<file path="config.mk">
export PLATFORM = sky130hd
export DESIGN_NAME = gpp_port
export DESIGN_NICKNAME = d
export VERILOG_FILES = /design/src/hw/gpp_port.v /design/src/hw/gpp_pin_sense.v
export VERILOG_INCLUDE_DIRS = /design/src /design/src/hw
export SDC_FILE = /design/constraint.sdc
export NUM_CORES = 1
export LEC_CHECK = 0
export ABC_CLOCK_PERIOD_IN_PS = 1900
export BUFFER_PORTS_ARGS = -buffer_cell sky130_fd_sc_hd__buf_2
export CAP_MARGIN = 10
export CORE_UTILIZATION = 55
export CTS_BUF_LIST = sky130_fd_sc_hd__clkbuf_8
export DETAILED_ROUTE_END_ITERATION = 7
export HOLD_SLACK_MARGIN = 0.02
export PLACE_DENSITY = 0.78
export SYNTH_ARGS = -nofsm -noshare
export SYNTH_HDL_FRONTEND = slang
export SYNTH_SLANG_ARGS = --single-unit
</file>
<file path="constraint.sdc">
create_clock -name core_clk -period 1.9 [get_ports core_clk]
set_clock_uncertainty 0.1 [all_clocks]
set_input_delay 0.095 -clock core_clk [delete_from_list [all_inputs] [get_ports core_clk]]
set_output_delay 0.095 -clock core_clk [all_outputs]
set_load 0.05 [all_outputs]
</file>
<file path="src/hw/gpp_defs.vh">
// Offsets, field positions, reset values and timing counts of the pin port
`ifndef GPP_DEFS_VH
`define GPP_DEFS_VH

// ----------------------------------------
// Register offsets
// ----------------------------------------
`define GPP_DRIVE_ENABLE      6'h00
`define GPP_DRIVE_ENABLE_SET  6'h01
`define GPP_DRIVE_ENABLE_CLR  6'h02
`define GPP_DRIVE_ENABLE_TGL  6'h03
`define GPP_LEVEL             6'h04
`define GPP_LEVEL_SET         6'h05
`define GPP_LEVEL_CLR         6'h06
`define GPP_LEVEL_TGL         6'h07
`define GPP_INPUT_VALUE       6'h08
`define GPP_PIN_IRQ_FLAGS     6'h09
`define GPP_PIN_CFG_BASE      6'h10
`define GPP_ALIAS_BASE        6'h20
`define GPP_WAKE_ASYNC_MASK   6'h28

// ----------------------------------------
// Per-pin configuration fields
// ----------------------------------------
`define GPP_CFG_INV_BIT       7
`define GPP_CFG_PULL_BIT      3
`define GPP_CFG_SENSE_MSB     2
`define GPP_CFG_SENSE_LSB     0

// ----------------------------------------
// Input sense encodings
// ----------------------------------------
`define GPP_SENSE_INTDISABLE  3'h0
`define GPP_SENSE_ANY_EDGE    3'h1
`define GPP_SENSE_RISING      3'h2
`define GPP_SENSE_FALLING     3'h3
`define GPP_SENSE_INPUT_OFF   3'h4
`define GPP_SENSE_LOW_LEVEL   3'h5

// ----------------------------------------
// Reset values and timing
// ----------------------------------------
`define GPP_RST_BYTE          8'h00
`define GPP_DEAD_CYCLES       2'h3

`endif

</file>
<file path="src/hw/gpp_port.v">
// General purpose pin port: direction, level, input, pin config, flags
// ----------------------------------------
// How it works
// - Drive-enable bit one turns pin driver on; zero makes pin an input.
// - Drive-enable set strobe sets only the written one bits.
// - Drive-enable clear strobe clears only the written one bits.
// - Drive-enable toggle strobe inverts only the written one bits.
// - Level set strobe forces written one bits of output level high.
// - Level clear strobe forces written one bits of output level low.
// - Writing ones to level toggle or input value inverts output level bits.
// - Input value shows synchronized pin level whether input or output.
// - Input-disabled sense setting stops the synchronizer; value is not valid.
// - After reset drivers are off and input buffers enabled.
// - Pin n configuration sits at offset 0x10 plus n.
// - Alias registers behave exactly like the regular ones when written.
// - Inversion bit inverts both input and output paths of the pin.
// - Toggling inversion makes an edge seen by users, events and interrupts.
// - Pull-up bit one enables the pin's pull-up resistor.
// - Sense field picks any edge, rising, falling, low level or input off.
// - Inversion toggled with sense write may produce no interrupt.
// - Event pending while input disabled may fire on re-enable.
// - Event in flight when sense changes may be dropped.
// - Async pins wake on any sense; others only any-edge or level.
// - Asynchronous sensing lets a pin change wake from every sleep mode.
// - Debug mode does not change port behaviour.
// - Event output is pin value when input on, else zero.
// - Flag sets on sense condition while enabled; request holds while any flag is set.
// - Three dead cycles after an interrupt; pulses need one clock.
// ----------------------------------------
//
// Added by the designer: the placing of the registers and the address-and-strobe port.
`include "gpp_defs.vh"

module gpp_port
#(
   parameter WIDTH = 8
)
(
   // Clock and reset
   input wire core_clk,
   input wire srst,
   // Register port
   input wire [5:0] reg_addr,
   input wire [7:0] reg_wdata,
   input wire reg_wr,
   input wire reg_rd,
   output reg [7:0] reg_rdata,
   // Pads
   input wire [WIDTH-1:0] pad_in,
   output wire [WIDTH-1:0] pad_out,
   output wire [WIDTH-1:0] pad_oe_n,
   output wire [WIDTH-1:0] pad_pullup,
   output wire [WIDTH-1:0] pad_input_en,
   // System side
   input wire sleeping,
   output wire [WIDTH-1:0] pin_event,
   output wire [WIDTH-1:0] pin_value,
   output wire irq,
   output wire wake
);

   reg [WIDTH-1:0] drive_en_ff;
   reg [WIDTH-1:0] nxt_drive_en;
   reg [WIDTH-1:0] level_ff;
   reg [WIDTH-1:0] nxt_level;
   reg [WIDTH-1:0] flags_ff;
   reg [WIDTH-1:0] nxt_flags;
   reg [WIDTH-1:0] async_mask_ff;
   reg [7:0] cfg_ff [0:WIDTH-1];
   reg [7:0] nxt_rdata;
   wire [WIDTH-1:0] sync_in;
   wire [WIDTH-1:0] detect;
   wire [WIDTH-1:0] wake_hit;
   wire [WIDTH-1:0] irq_en;
   wire [WIDTH-1:0] wake_ok;
   wire [WIDTH-1:0] wr_cfg;
   wire [5:0] eff_addr;
   wire [WIDTH-1:0] wbits;

   assign wbits = reg_wdata[WIDTH-1:0];

   // ----------------------------------------
   // Alias window folds onto regular offsets
   // ----------------------------------------
   // Aliases cover direction, level, input value and flags only
   assign eff_addr = ((reg_addr & 6'h3c) == `GPP_ALIAS_BASE) ?
      ((reg_addr[1:0] == 2'h0) ? `GPP_DRIVE_ENABLE :
       (reg_addr[1:0] == 2'h1) ? `GPP_LEVEL :
       (reg_addr[1:0] == 2'h2) ? `GPP_INPUT_VALUE : `GPP_PIN_IRQ_FLAGS) : reg_addr;

   // ----------------------------------------
   // Direction register
   // ----------------------------------------
   always @*
   begin
      nxt_drive_en = drive_en_ff;
      if (reg_wr)
      begin
         case (eff_addr)
            `GPP_DRIVE_ENABLE: nxt_drive_en = wbits;
            `GPP_DRIVE_ENABLE_SET: nxt_drive_en = drive_en_ff | wbits;
            `GPP_DRIVE_ENABLE_CLR: nxt_drive_en = drive_en_ff & ~wbits;
            `GPP_DRIVE_ENABLE_TGL: nxt_drive_en = drive_en_ff ^ wbits;
            default: nxt_drive_en = drive_en_ff;
         endcase
      end
   end

   // ----------------------------------------
   // Output level register
   // ----------------------------------------
   always @*
   begin
      nxt_level = level_ff;
      if (reg_wr)
      begin
         case (eff_addr)
            `GPP_LEVEL: nxt_level = wbits;
            `GPP_LEVEL_SET: nxt_level = level_ff | wbits;
            `GPP_LEVEL_CLR: nxt_level = level_ff & ~wbits;
            `GPP_LEVEL_TGL: nxt_level = level_ff ^ wbits;
            `GPP_INPUT_VALUE: nxt_level = level_ff ^ wbits;
            default: nxt_level = level_ff;
         endcase
      end
   end

   // ----------------------------------------
   // Interrupt flags, set wins over clear
   // ----------------------------------------
   always @*
   begin
      nxt_flags = flags_ff;
      if (reg_wr && eff_addr == `GPP_PIN_IRQ_FLAGS)
         nxt_flags = flags_ff & ~wbits;
      nxt_flags = nxt_flags | (detect & irq_en);
   end

   always @(posedge core_clk)
   begin
      if (srst)
      begin
         drive_en_ff <= {WIDTH{1'b0}};
         level_ff <= {WIDTH{1'b0}};
         flags_ff <= {WIDTH{1'b0}};
         async_mask_ff <= {WIDTH{1'b0}};
      end
      else
      begin
         drive_en_ff <= nxt_drive_en;
         level_ff <= nxt_level;
         flags_ff <= nxt_flags;
         if (reg_wr && reg_addr == `GPP_WAKE_ASYNC_MASK)
            async_mask_ff <= wbits;
      end
   end

   // ----------------------------------------
   // Per-pin configuration and sensing
   // ----------------------------------------
   genvar gi;
   generate
      for (gi = 0; gi < WIDTH; gi = gi + 1)
      begin : g_pin
         localparam [5:0] PIN_OFS = gi;
         wire inv;
         wire [2:0] sense;
         assign inv = cfg_ff[gi][`GPP_CFG_INV_BIT];
         assign sense = cfg_ff[gi][`GPP_CFG_SENSE_MSB:`GPP_CFG_SENSE_LSB];
         assign wr_cfg[gi] = reg_wr && (reg_addr == `GPP_PIN_CFG_BASE + PIN_OFS);

         always @(posedge core_clk)
         begin
            if (srst)
               cfg_ff[gi] <= `GPP_RST_BYTE;
            else if (wr_cfg[gi])
               cfg_ff[gi] <= reg_wdata;
         end

         // Inversion sits before the synchronizer, so a toggle is a real edge
         gpp_pin_sense u_sense
         (
            .core_clk(core_clk),
            .srst(srst),
            .pin_level(pad_in[gi] ^ inv),
            .sense_sel(sense),
            .cfg_wr(wr_cfg[gi]),
            .sync_level(sync_in[gi]),
            .detect(detect[gi]),
            .wake_req(wake_hit[gi])
         );

         assign pad_out[gi] = level_ff[gi] ^ inv;
         assign pad_oe_n[gi] = ~drive_en_ff[gi];
         assign pad_pullup[gi] = cfg_ff[gi][`GPP_CFG_PULL_BIT];
         assign pad_input_en[gi] = (sense != `GPP_SENSE_INPUT_OFF);
         assign pin_value[gi] = sync_in[gi];
         assign pin_event[gi] = pad_input_en[gi] & (pad_in[gi] ^ inv);
         assign irq_en[gi] = (sense != `GPP_SENSE_INTDISABLE) && (sense != `GPP_SENSE_INPUT_OFF);
         // Clocked model: single edges on ordinary pins cannot wake from a stopped clock
         assign wake_ok[gi] = async_mask_ff[gi] ||
            (sense == `GPP_SENSE_ANY_EDGE) || (sense == `GPP_SENSE_LOW_LEVEL);
      end
   endgenerate

   assign irq = |flags_ff;
   assign wake = sleeping & |(wake_hit & irq_en & wake_ok);

   // ----------------------------------------
   // Read path, data one cycle after strobe
   // ----------------------------------------
   // No debug input exists, so debug cannot alter the port
   integer ri;
   always @*
   begin
      nxt_rdata = 8'h00;
      case (eff_addr)
         `GPP_DRIVE_ENABLE, `GPP_DRIVE_ENABLE_SET, `GPP_DRIVE_ENABLE_CLR, `GPP_DRIVE_ENABLE_TGL:
            nxt_rdata[WIDTH-1:0] = drive_en_ff;
         `GPP_LEVEL, `GPP_LEVEL_SET, `GPP_LEVEL_CLR, `GPP_LEVEL_TGL:
            nxt_rdata[WIDTH-1:0] = level_ff;
         `GPP_INPUT_VALUE: nxt_rdata[WIDTH-1:0] = sync_in;
         `GPP_PIN_IRQ_FLAGS: nxt_rdata[WIDTH-1:0] = flags_ff;
         `GPP_WAKE_ASYNC_MASK: nxt_rdata[WIDTH-1:0] = async_mask_ff;
         default:
         begin
            for (ri = 0; ri < WIDTH; ri = ri + 1)
               if (reg_addr == `GPP_PIN_CFG_BASE + ri[5:0])
                  nxt_rdata = cfg_ff[ri];
         end
      endcase
   end

   always @(posedge core_clk)
   begin
      if (srst)
         reg_rdata <= 8'h00;
      else if (reg_rd)
         reg_rdata <= nxt_rdata;
      else
         reg_rdata <= 8'h00;
   end

endmodule // gpp_port

</file>
<file path="src/hw/gpp_pin_sense.v">
// One pin's synchronizer, edge and level sensing with interrupt dead time
`include "gpp_defs.vh"

module gpp_pin_sense
(
   // Clock and reset
   input wire core_clk,
   input wire srst,
   // Pin side, already inverted where configured
   input wire pin_level,
   // Configuration
   input wire [2:0] sense_sel,
   input wire cfg_wr,
   // Results
   output wire sync_level,
   output wire detect,
   output wire wake_req
);

   reg sync1_ff;
   reg sync2_ff;
   reg prev_ff;
   reg [1:0] dead_ff;
   reg [1:0] nxt_dead;
   reg hit;
   wire input_on;

   assign input_on = (sense_sel != `GPP_SENSE_INPUT_OFF);

   // ----------------------------------------
   // Synchronizer, halted while input is off
   // ----------------------------------------
   // Halting leaves old state in prev_ff, so a pending edge may fire on re-enable
   always @(posedge core_clk)
   begin
      if (srst)
      begin
         sync1_ff <= 1'b0;
         sync2_ff <= 1'b0;
         prev_ff <= 1'b0;
      end
      else if (input_on)
      begin
         sync1_ff <= pin_level;
         sync2_ff <= sync1_ff;
         prev_ff <= sync2_ff;
      end
   end

   assign sync_level = sync2_ff;

   // ----------------------------------------
   // Sense condition
   // ----------------------------------------
   always @*
   begin
      case (sense_sel)
         `GPP_SENSE_ANY_EDGE: hit = sync2_ff ^ prev_ff;
         `GPP_SENSE_RISING: hit = sync2_ff & ~prev_ff;
         `GPP_SENSE_FALLING: hit = ~sync2_ff & prev_ff;
         `GPP_SENSE_LOW_LEVEL: hit = ~sync2_ff;
         default: hit = 1'b0;
      endcase
   end

   // ----------------------------------------
   // Dead time after each accepted event
   // ----------------------------------------
   always @*
   begin
      nxt_dead = dead_ff;
      if (detect)
         nxt_dead = `GPP_DEAD_CYCLES;
      else if (dead_ff != 2'h0)
         nxt_dead = dead_ff - 2'h1;
   end

   always @(posedge core_clk)
   begin
      if (srst)
         dead_ff <= 2'h0;
      else
         dead_ff <= nxt_dead;
   end

   // A write to the configuration drops the event in flight
   assign detect = hit & input_on & ~cfg_wr & (dead_ff == 2'h0);

   assign wake_req = hit & input_on;

endmodule // gpp_pin_sense

</file>
==> results.toml, run 1 <==
[die]
core-area_sq_um = 15100
start_util_pct = 56.1
rows = 45
die_area_sq_um = 15900
die_height_um = 126
die_x_um = 126
ioPinCount = 85

[placement]
port_buffers = 84
dpl.hpwl_mm = 18.6
place_worst_setup_slack_ns = -0.219
dp.cells = 1224
routabilityCongestion = 0.910

[routing]
drc_errors = 0
vias_per_cell = 6.26
ant_nets = 0
wl_per_cell_um = 20.7
drt-pass1-iter-count = 6
drt_iter0_markers = 960
vias = 8065
routed_wl_mm = 26.7

[clock_network]
cts_sinks = 144
tritoncts = "built"
clock-root-buffer = "clkbuf_8"
clk_pin_slew_ns = 0.09
h-tree-depth = 4
clockBufferDepth = 2
numCtsBuffers = 17
clock_latency_ns = 0.49

[yosys]
synth-xor-area-share_pct = 1.75
netlist_instances = 906
netlist_area_sq_um = 8490
ys_warn_count = 0
synth_top_family_by_area = "simple AND/OR/NAND/NOR gates"
synthAdderAreaFrac_pct = 8.25
synth_area_per_cell_sq_um = 9.37
async_reset_ff_share_pct = 0
synthFlopType = "dfxtp_1"
synth_compound_area_share_pct = 15.5
syn_nets = 989
synth.distinct_cells = 63
synth-simple-area-share_pct = 18.0
synth-edff-count = 64
synth-seq-area-share_pct = 41.5
muxShareOfSynthArea_pct = 6.45
synth_seq_cells = 144

[final_layout]
post_route_cells_drive_above_1_share_pct = 29.7
area_growth_pct = 26.4
largest_register_ffs = 64
antenna_cells = 0
fin_nets = 1171
reg_top3 = "cfg_ff x64, g_pin.u_sense.dead_ff x16"
regMostFlops = "cfg_ff"
final_cells = 1289

[sta]
worst_pin_slew_ns = 0.565
fin_crit_ns = 2.55
setup_violations = 8
timing_hold_violations_final = 0
fin_hold_ws_ns = 0.0503
timing.fmax_mhz = 392
period_share_pct = 134
rsz0062_at_grt = "true"
relSlewSlack_pct = 62.3
worst_slack_ns = -0.652
maxSlewViolCount = 0
fin_setup_tns_ns = -1.04

[power]
internal-power_mw = 5.58
pwr-share-clk_pct = 28.3
pwr-share-seq_pct = 43.2
combPwrFrac_pct = 28.5
switching_share_pct = 35.4
vdd_drop_max_v = 0.000581
p_total_mw = 8.64
p_switching_mw = 3.06
powerDensity_nw_per_um2 = 805
power_leakage_nw = 4.31

[outcome]
status = "finished with violations"
violations = "setup timing"

[critical_path]
crit_required_ns = 1.70
cp_slowest_cell = "or3b_4"
worst-path-buf-inv = 2
crit_path_cell_trace = "inv_1 -> ha_1 -> or3b_4 -> a31oi_4 -> nor3_1 -> a211oi_2 -> a21boi_4 -> buf_6"
cpLargestDelayFamily = "compound AO/OA/AOI/OAI gates"
critical_path_class = "reg -> out"
end_kind = "primary output"
critPathLaunchType = "flop"
worstPathMaxFanout = 3
worstPathArrival_ns = 2.36
cp_slowest_stage_delay_ns = 0.38

[worst_hold_path]
hold_class = "in -> reg"

[grt]
antenna_found_initial = 0
use_met1_pct = 42.0
use_met3_pct = 9.30
grt.busiest_layer = "met2"
grt_use_met2_pct = 51.0
grt_max_degree = 35
grt_pass1_vias = 7460
grt_pass1_wl_mm = 39.7
track_usage_pct = 33.0
grt_remaining_overflow = 0

[job]
maxCapViolCount = 0
-- synth_stat cells, types with 9 or more instances --
| master | count | area, sq um |
|---|---|---|
| inv_1 | 74 | 278 |
| a211oi_1 | 20 | 150 |
| mux2i_1 | 21 | 210 |
| o21ai_0 | 35 | 175 |
| nor4_1 | 36 | 225 |
| clkbuf_1 | 28 | 105 |
| mux4_2 | 12 | 270 |
| nor2b_1 | 11 | 68.8 |
| dfxtp_1 | 80 | 1600 |
| buf_2 | 13 | 65.1 |
| buf_1 | 10 | 37.5 |
| a31oi_1 | 15 | 93.8 |
| ha_1 | 56 | 701 |
| nand3_1 | 12 | 60.1 |
| o2bb2ai_1 | 9 | 78.8 |
| nor2_1 | 78 | 293 |
| edfxtp_1 | 64 | 1920 |
| xnor2_1 | 9 | 78.8 |
| a2bb2oi_1 | 9 | 78.8 |
| a21oi_1 | 51 | 255 |
| nand2b_1 | 14 | 87.6 |
| buf_4 | 26 | 195 |
| nand2_1 | 42 | 158 |
| nor3_1 | 53 | 265 |
| or2_2 | 9 | 56.3 |
-- timing repair --
action / 4_1_cts / 5_1_grt
pin swaps: 7 / 8
buffers inserted: 0 / 13
setup endpoints to repair: 8 / 31
gates resized for setup: 25 / 45
hold buffers: 21 / 0
hold endpoints to repair: 38 / 0
-- power by group through the flow --
stage	logic, mW	registers [mW]	clock network (mW)
final	2.46	3.73	2.44
after global routing	2.68	3.76	2.52
after global placement	2.11	3.77	0
after CTS	2.25	3.72	2.41
after floorplan	1.54	3.76	0
after detailed placement	2.17	3.79	0
-- logic make-up (layout without fill, tap and decap cells) --
group / count (synthesis) / in the layout
simple gates: 295 / 295
xor+xnor: 17 / 17
mux: 39 / 39
compound gates: 194 / 194
fa+ha+maj: 56 / 56
buf+inv: 161 / 356
flops: 144 / 144
-- placed cells by master (no fill, tap or decap), types with 17 or more instances in the layout --
cell type,instances
a211oi_1,18
nand2_1,42
a21oi_1,50
clkbuf_8,17
nor2_1,74
dlygate4sd3_1,21
mux2i_1,21
buf_4,133
dfxtp_1,75
nor3_1,46
edfxtp_1,64
nor4_1,35
o21ai_0,34
inv_1,72
buf_2,73
ha_1,55
-- per-layer routing --
layer | up-vias | routed length [um]
met4 | 0 | 1290
met1 | 3827 | 10600
li1 | 3653 | -
met3 | 100 | 2710
met5 | - | 0
met2 | 485 | 12200
-- per-stage QoR --
step	area (sq um)	utilization, %
detailed placement	9780	64.6
CTS	10500	69.2
global placement	9780	64.6
finish	10700	70.9
global route	10700	70.9
floorplan	8540	-
-- path summary, 6_finish.rpt --
check	startpoint	end	slack, ns	cells after the start
max	g_pin[4].u_sense.prev_ff$_SDFFE_PP0P_	wake	-0.65	8
min	reg_wr	async_mask_ff[0]$_SDFFE_PP0P_	0.05	4
max reg2reg	g_pin[2].u_sense.sync_level$_SDFFE_PP0P_	flags_ff[2]$_SDFF_PP0_	-0.14	8
min reg2reg	g_pin[0].u_sense.dead_ff[0]$_SDFFE_PP0P_	g_pin[0].u_sense.dead_ff[0]$_SDFFE_PP0P_	0.36	2
-- cell type report --
type,instances,area (sq um)
Tap cell,188,235
Inverter,82,308
Fill cell,1091,4410
Clock buffer,17,234
Multi-Input combinational cell,601,4500
Timing Repair Buffer,242,1790
Sequential cell,144,3530
Clock inverter,15,146
-- worst register-to-register path, delay by kind of cell, from the launching register on --
family	cells	cell delay [ns]
buffers and inverters	3	0.40
DFF	1	0.35
AOI/OAI and AO/OA	2	0.28
adders and majority gates	1	0.13
and+or+nand+nor	2	0.74
Note: power is estimated with default switching activity, not from simulation.
==> run 2, diff against run 1 <==
--- a/config.mk
+++ b/config.mk
@@ -6,14 +6,16 @@
 export SDC_FILE = /design/constraint.sdc
 export NUM_CORES = 1
 export LEC_CHECK = 0
-export ABC_CLOCK_PERIOD_IN_PS = 1900
+export ABC_AREA = 0
+export ABC_CLOCK_PERIOD_IN_PS = 2600
 export BUFFER_PORTS_ARGS = -buffer_cell sky130_fd_sc_hd__buf_2
 export CAP_MARGIN = 10
 export CORE_UTILIZATION = 55
 export CTS_BUF_LIST = sky130_fd_sc_hd__clkbuf_8
 export DETAILED_ROUTE_END_ITERATION = 7
 export HOLD_SLACK_MARGIN = 0.02
-export PLACE_DENSITY = 0.78
+export PLACE_DENSITY = 0.75
+export SLEW_MARGIN = 20
 export SYNTH_ARGS = -nofsm -noshare
 export SYNTH_HDL_FRONTEND = slang
 export SYNTH_SLANG_ARGS = --single-unit
==> constraint.sdc (replaced) <==
create_clock -name core_clk -period 2.6 [get_ports core_clk]
set_clock_uncertainty 0.1 [all_clocks]
set_input_delay 0.13 -clock core_clk [delete_from_list [all_inputs] [get_ports core_clk]]
set_output_delay 0.13 -clock core_clk [all_outputs]
set_load 0.05 [all_outputs]
==> results.toml, run 2 (synthesis results as in run 1) <==
[outcome]
status = "finished, final reports clean"

[routing]
drt-pass1-iter-count = 6
drc_errors = 0
vias_per_cell = 6.34
routed_wl_mm = 24.7
vias = 7510
wl_per_cell_um = 20.8
drt_iter0_markers = 882
ant_nets = 0

[grt]
grt_pass1_vias = 7125
antenna_found_initial = 0
track_usage_pct = 31.7
grt_max_degree = 45
grt_remaining_overflow = 0
grt_pass1_wl_mm = 38.5

[sta]
worst_pin_slew_ns = 0.899
setup_violations = 0
period_share_pct = 96.7
fin_crit_ns = 2.52
fin_setup_tns_ns = 0
maxSlewViolCount = 0
fin_hold_ws_ns = 0.139
timing_hold_violations_final = 0
timing.fmax_mhz = 398
relSlewSlack_pct = 40.0

[clock_network]
clockBufferDepth = 2
numCtsBuffers = 17
cts_sinks = 144
clk_pin_slew_ns = 0.08
clock_latency_ns = 0.45
tritoncts = "built"
h-tree-depth = 4
clock-root-buffer = "clkbuf_8"

[power]
vdd_drop_max_v = 0.000315
p_total_mw = 6.32
power_leakage_nw = 3.76
powerDensity_nw_per_um2 = 647

[critical_path]
r2r-start = "g_pin[2].u_sense.prev_ff$_SDFFE_PP0P_"
crit_required_ns = 2.37
worstPathMaxFanout = 3
reg2reg_slack_ns = 0.64
critPathLaunchType = "flop"
critical_path_class = "reg -> out"
worstPathArrival_ns = 2.29
rr_endpoint = "g_pin[2].u_sense.dead_ff[1]$_SDFFE_PP0P_"
r2r_cells = 7
end_kind = "primary output"

[die]
start_util_pct = 56.1
rows = 45
die_x_um = 126
core-area_sq_um = 15100
die_height_um = 126
ioPinCount = 85
die_area_sq_um = 15900

[final_layout]
post_route_cells_drive_above_1_share_pct = 20.2
area_growth_pct = 15.1
final_common_cell = "buf_2"
fin_nets = 1068
antenna_cells = 0
regMostFlops = "cfg_ff"
mostFrequentLayoutCells = "buf_2 (82), nor2_1 (77), inv_1 (75)"
final_util_pct = 64.5
final_cells = 1185
reg_top3 = "cfg_ff x64, g_pin.u_sense.dead_ff x16"
largest_register_ffs = 64

[placement]
dp.cells = 1131
dpl.hpwl_mm = 17.5
routabilityCongestion = 0.960
port_buffers = 84

[worst_hold_path]
min_from = "reg_addr[0]"
hold_end = "drive_en_ff[3]$_SDFFE_PP0P_"
holdPathStages = 3
hold_class = "in -> reg"

[job]
maxCapViolCount = 0
run 2: final cells by class:
class / instances / area (sq um)
well taps: 188 / 235
repair buffers: 139 / 893
clock inverters: 12 / 190
inverters: 82 / 308
multi-input cells: 601 / 4340
clock buffers: 19 / 262
fillers: 1213 / 5380
flip-flops and latches: 144 / 3540
run 2: routing by layer:
| layer | part of all wire (%) | global-route usage (%) | vias to the layer above |
|---|---|---|---|
| met3 | 9.6 | 6.75 | 75 |
| met5 | 0 | 0 | - |
| met4 | 3.8 | 13.9 | 0 |
| met1 | 40 | 42.4 | 3569 |
| li1 | - | - | 3445 |
| met2 | 46 | 49.8 | 421 |
run 2: what timing repair did:
item | 4_1_cts | 5_1_grt
buffers inserted | 0 | 1
hold endpoints to repair | 48 | 0
endpoints found under the setup margin | 1 | 1
pin swaps | 3 | 7
hold buffers | 22 | 0
gates resized for setup | 17 | 14
run 2: metrics by stage:
stage / instance area (sq um) / worst slack [ns]
2_1_floorplan: 8490 / 0.0740
3_3_place_gp: 8970 / 0.364
3_5_place_dp: 8970 / 0.344
4_1_cts: 9710 / 0.0106
5_1_grt: 9770 / -0.00736
6_report: 9770 / 0.0846
run 2: where the power goes:
part	switching (mW)	total, mW	internal [mW]
clock	0.855	2.03	1.18
sequential	0.163	2.75	2.59
combinational	0.985	1.53	0.548
total	2.00	6.32	4.31
run 2: critical path, cell delays in order, from the launching register on:
cell	delay (ns)
dfxtp_2	0.34
inv_1	0.04
ha_1	0.26
or3b_4	0.38
a31oi_4	0.22
nor3_2	0.07
a211oi_1	0.21
a21boi_1	0.11
buf_4	0.20
run 2: worst max path at each step:
stage                                                  start    to
floorplan              g_pin[4].u_sense.prev_ff$_SDFFE_PP0P_  wake
global placement    g_pin[0].u_sense.sync_level$_SDFFE_PP0N_  wake
detailed placement  g_pin[0].u_sense.sync_level$_SDFFE_PP0N_  wake
CTS                    g_pin[7].u_sense.prev_ff$_SDFFE_PP0P_  wake
global route           g_pin[1].u_sense.prev_ff$_SDFFE_PP0N_  wake
finish                 g_pin[4].u_sense.prev_ff$_SDFFE_PP0P_  wake
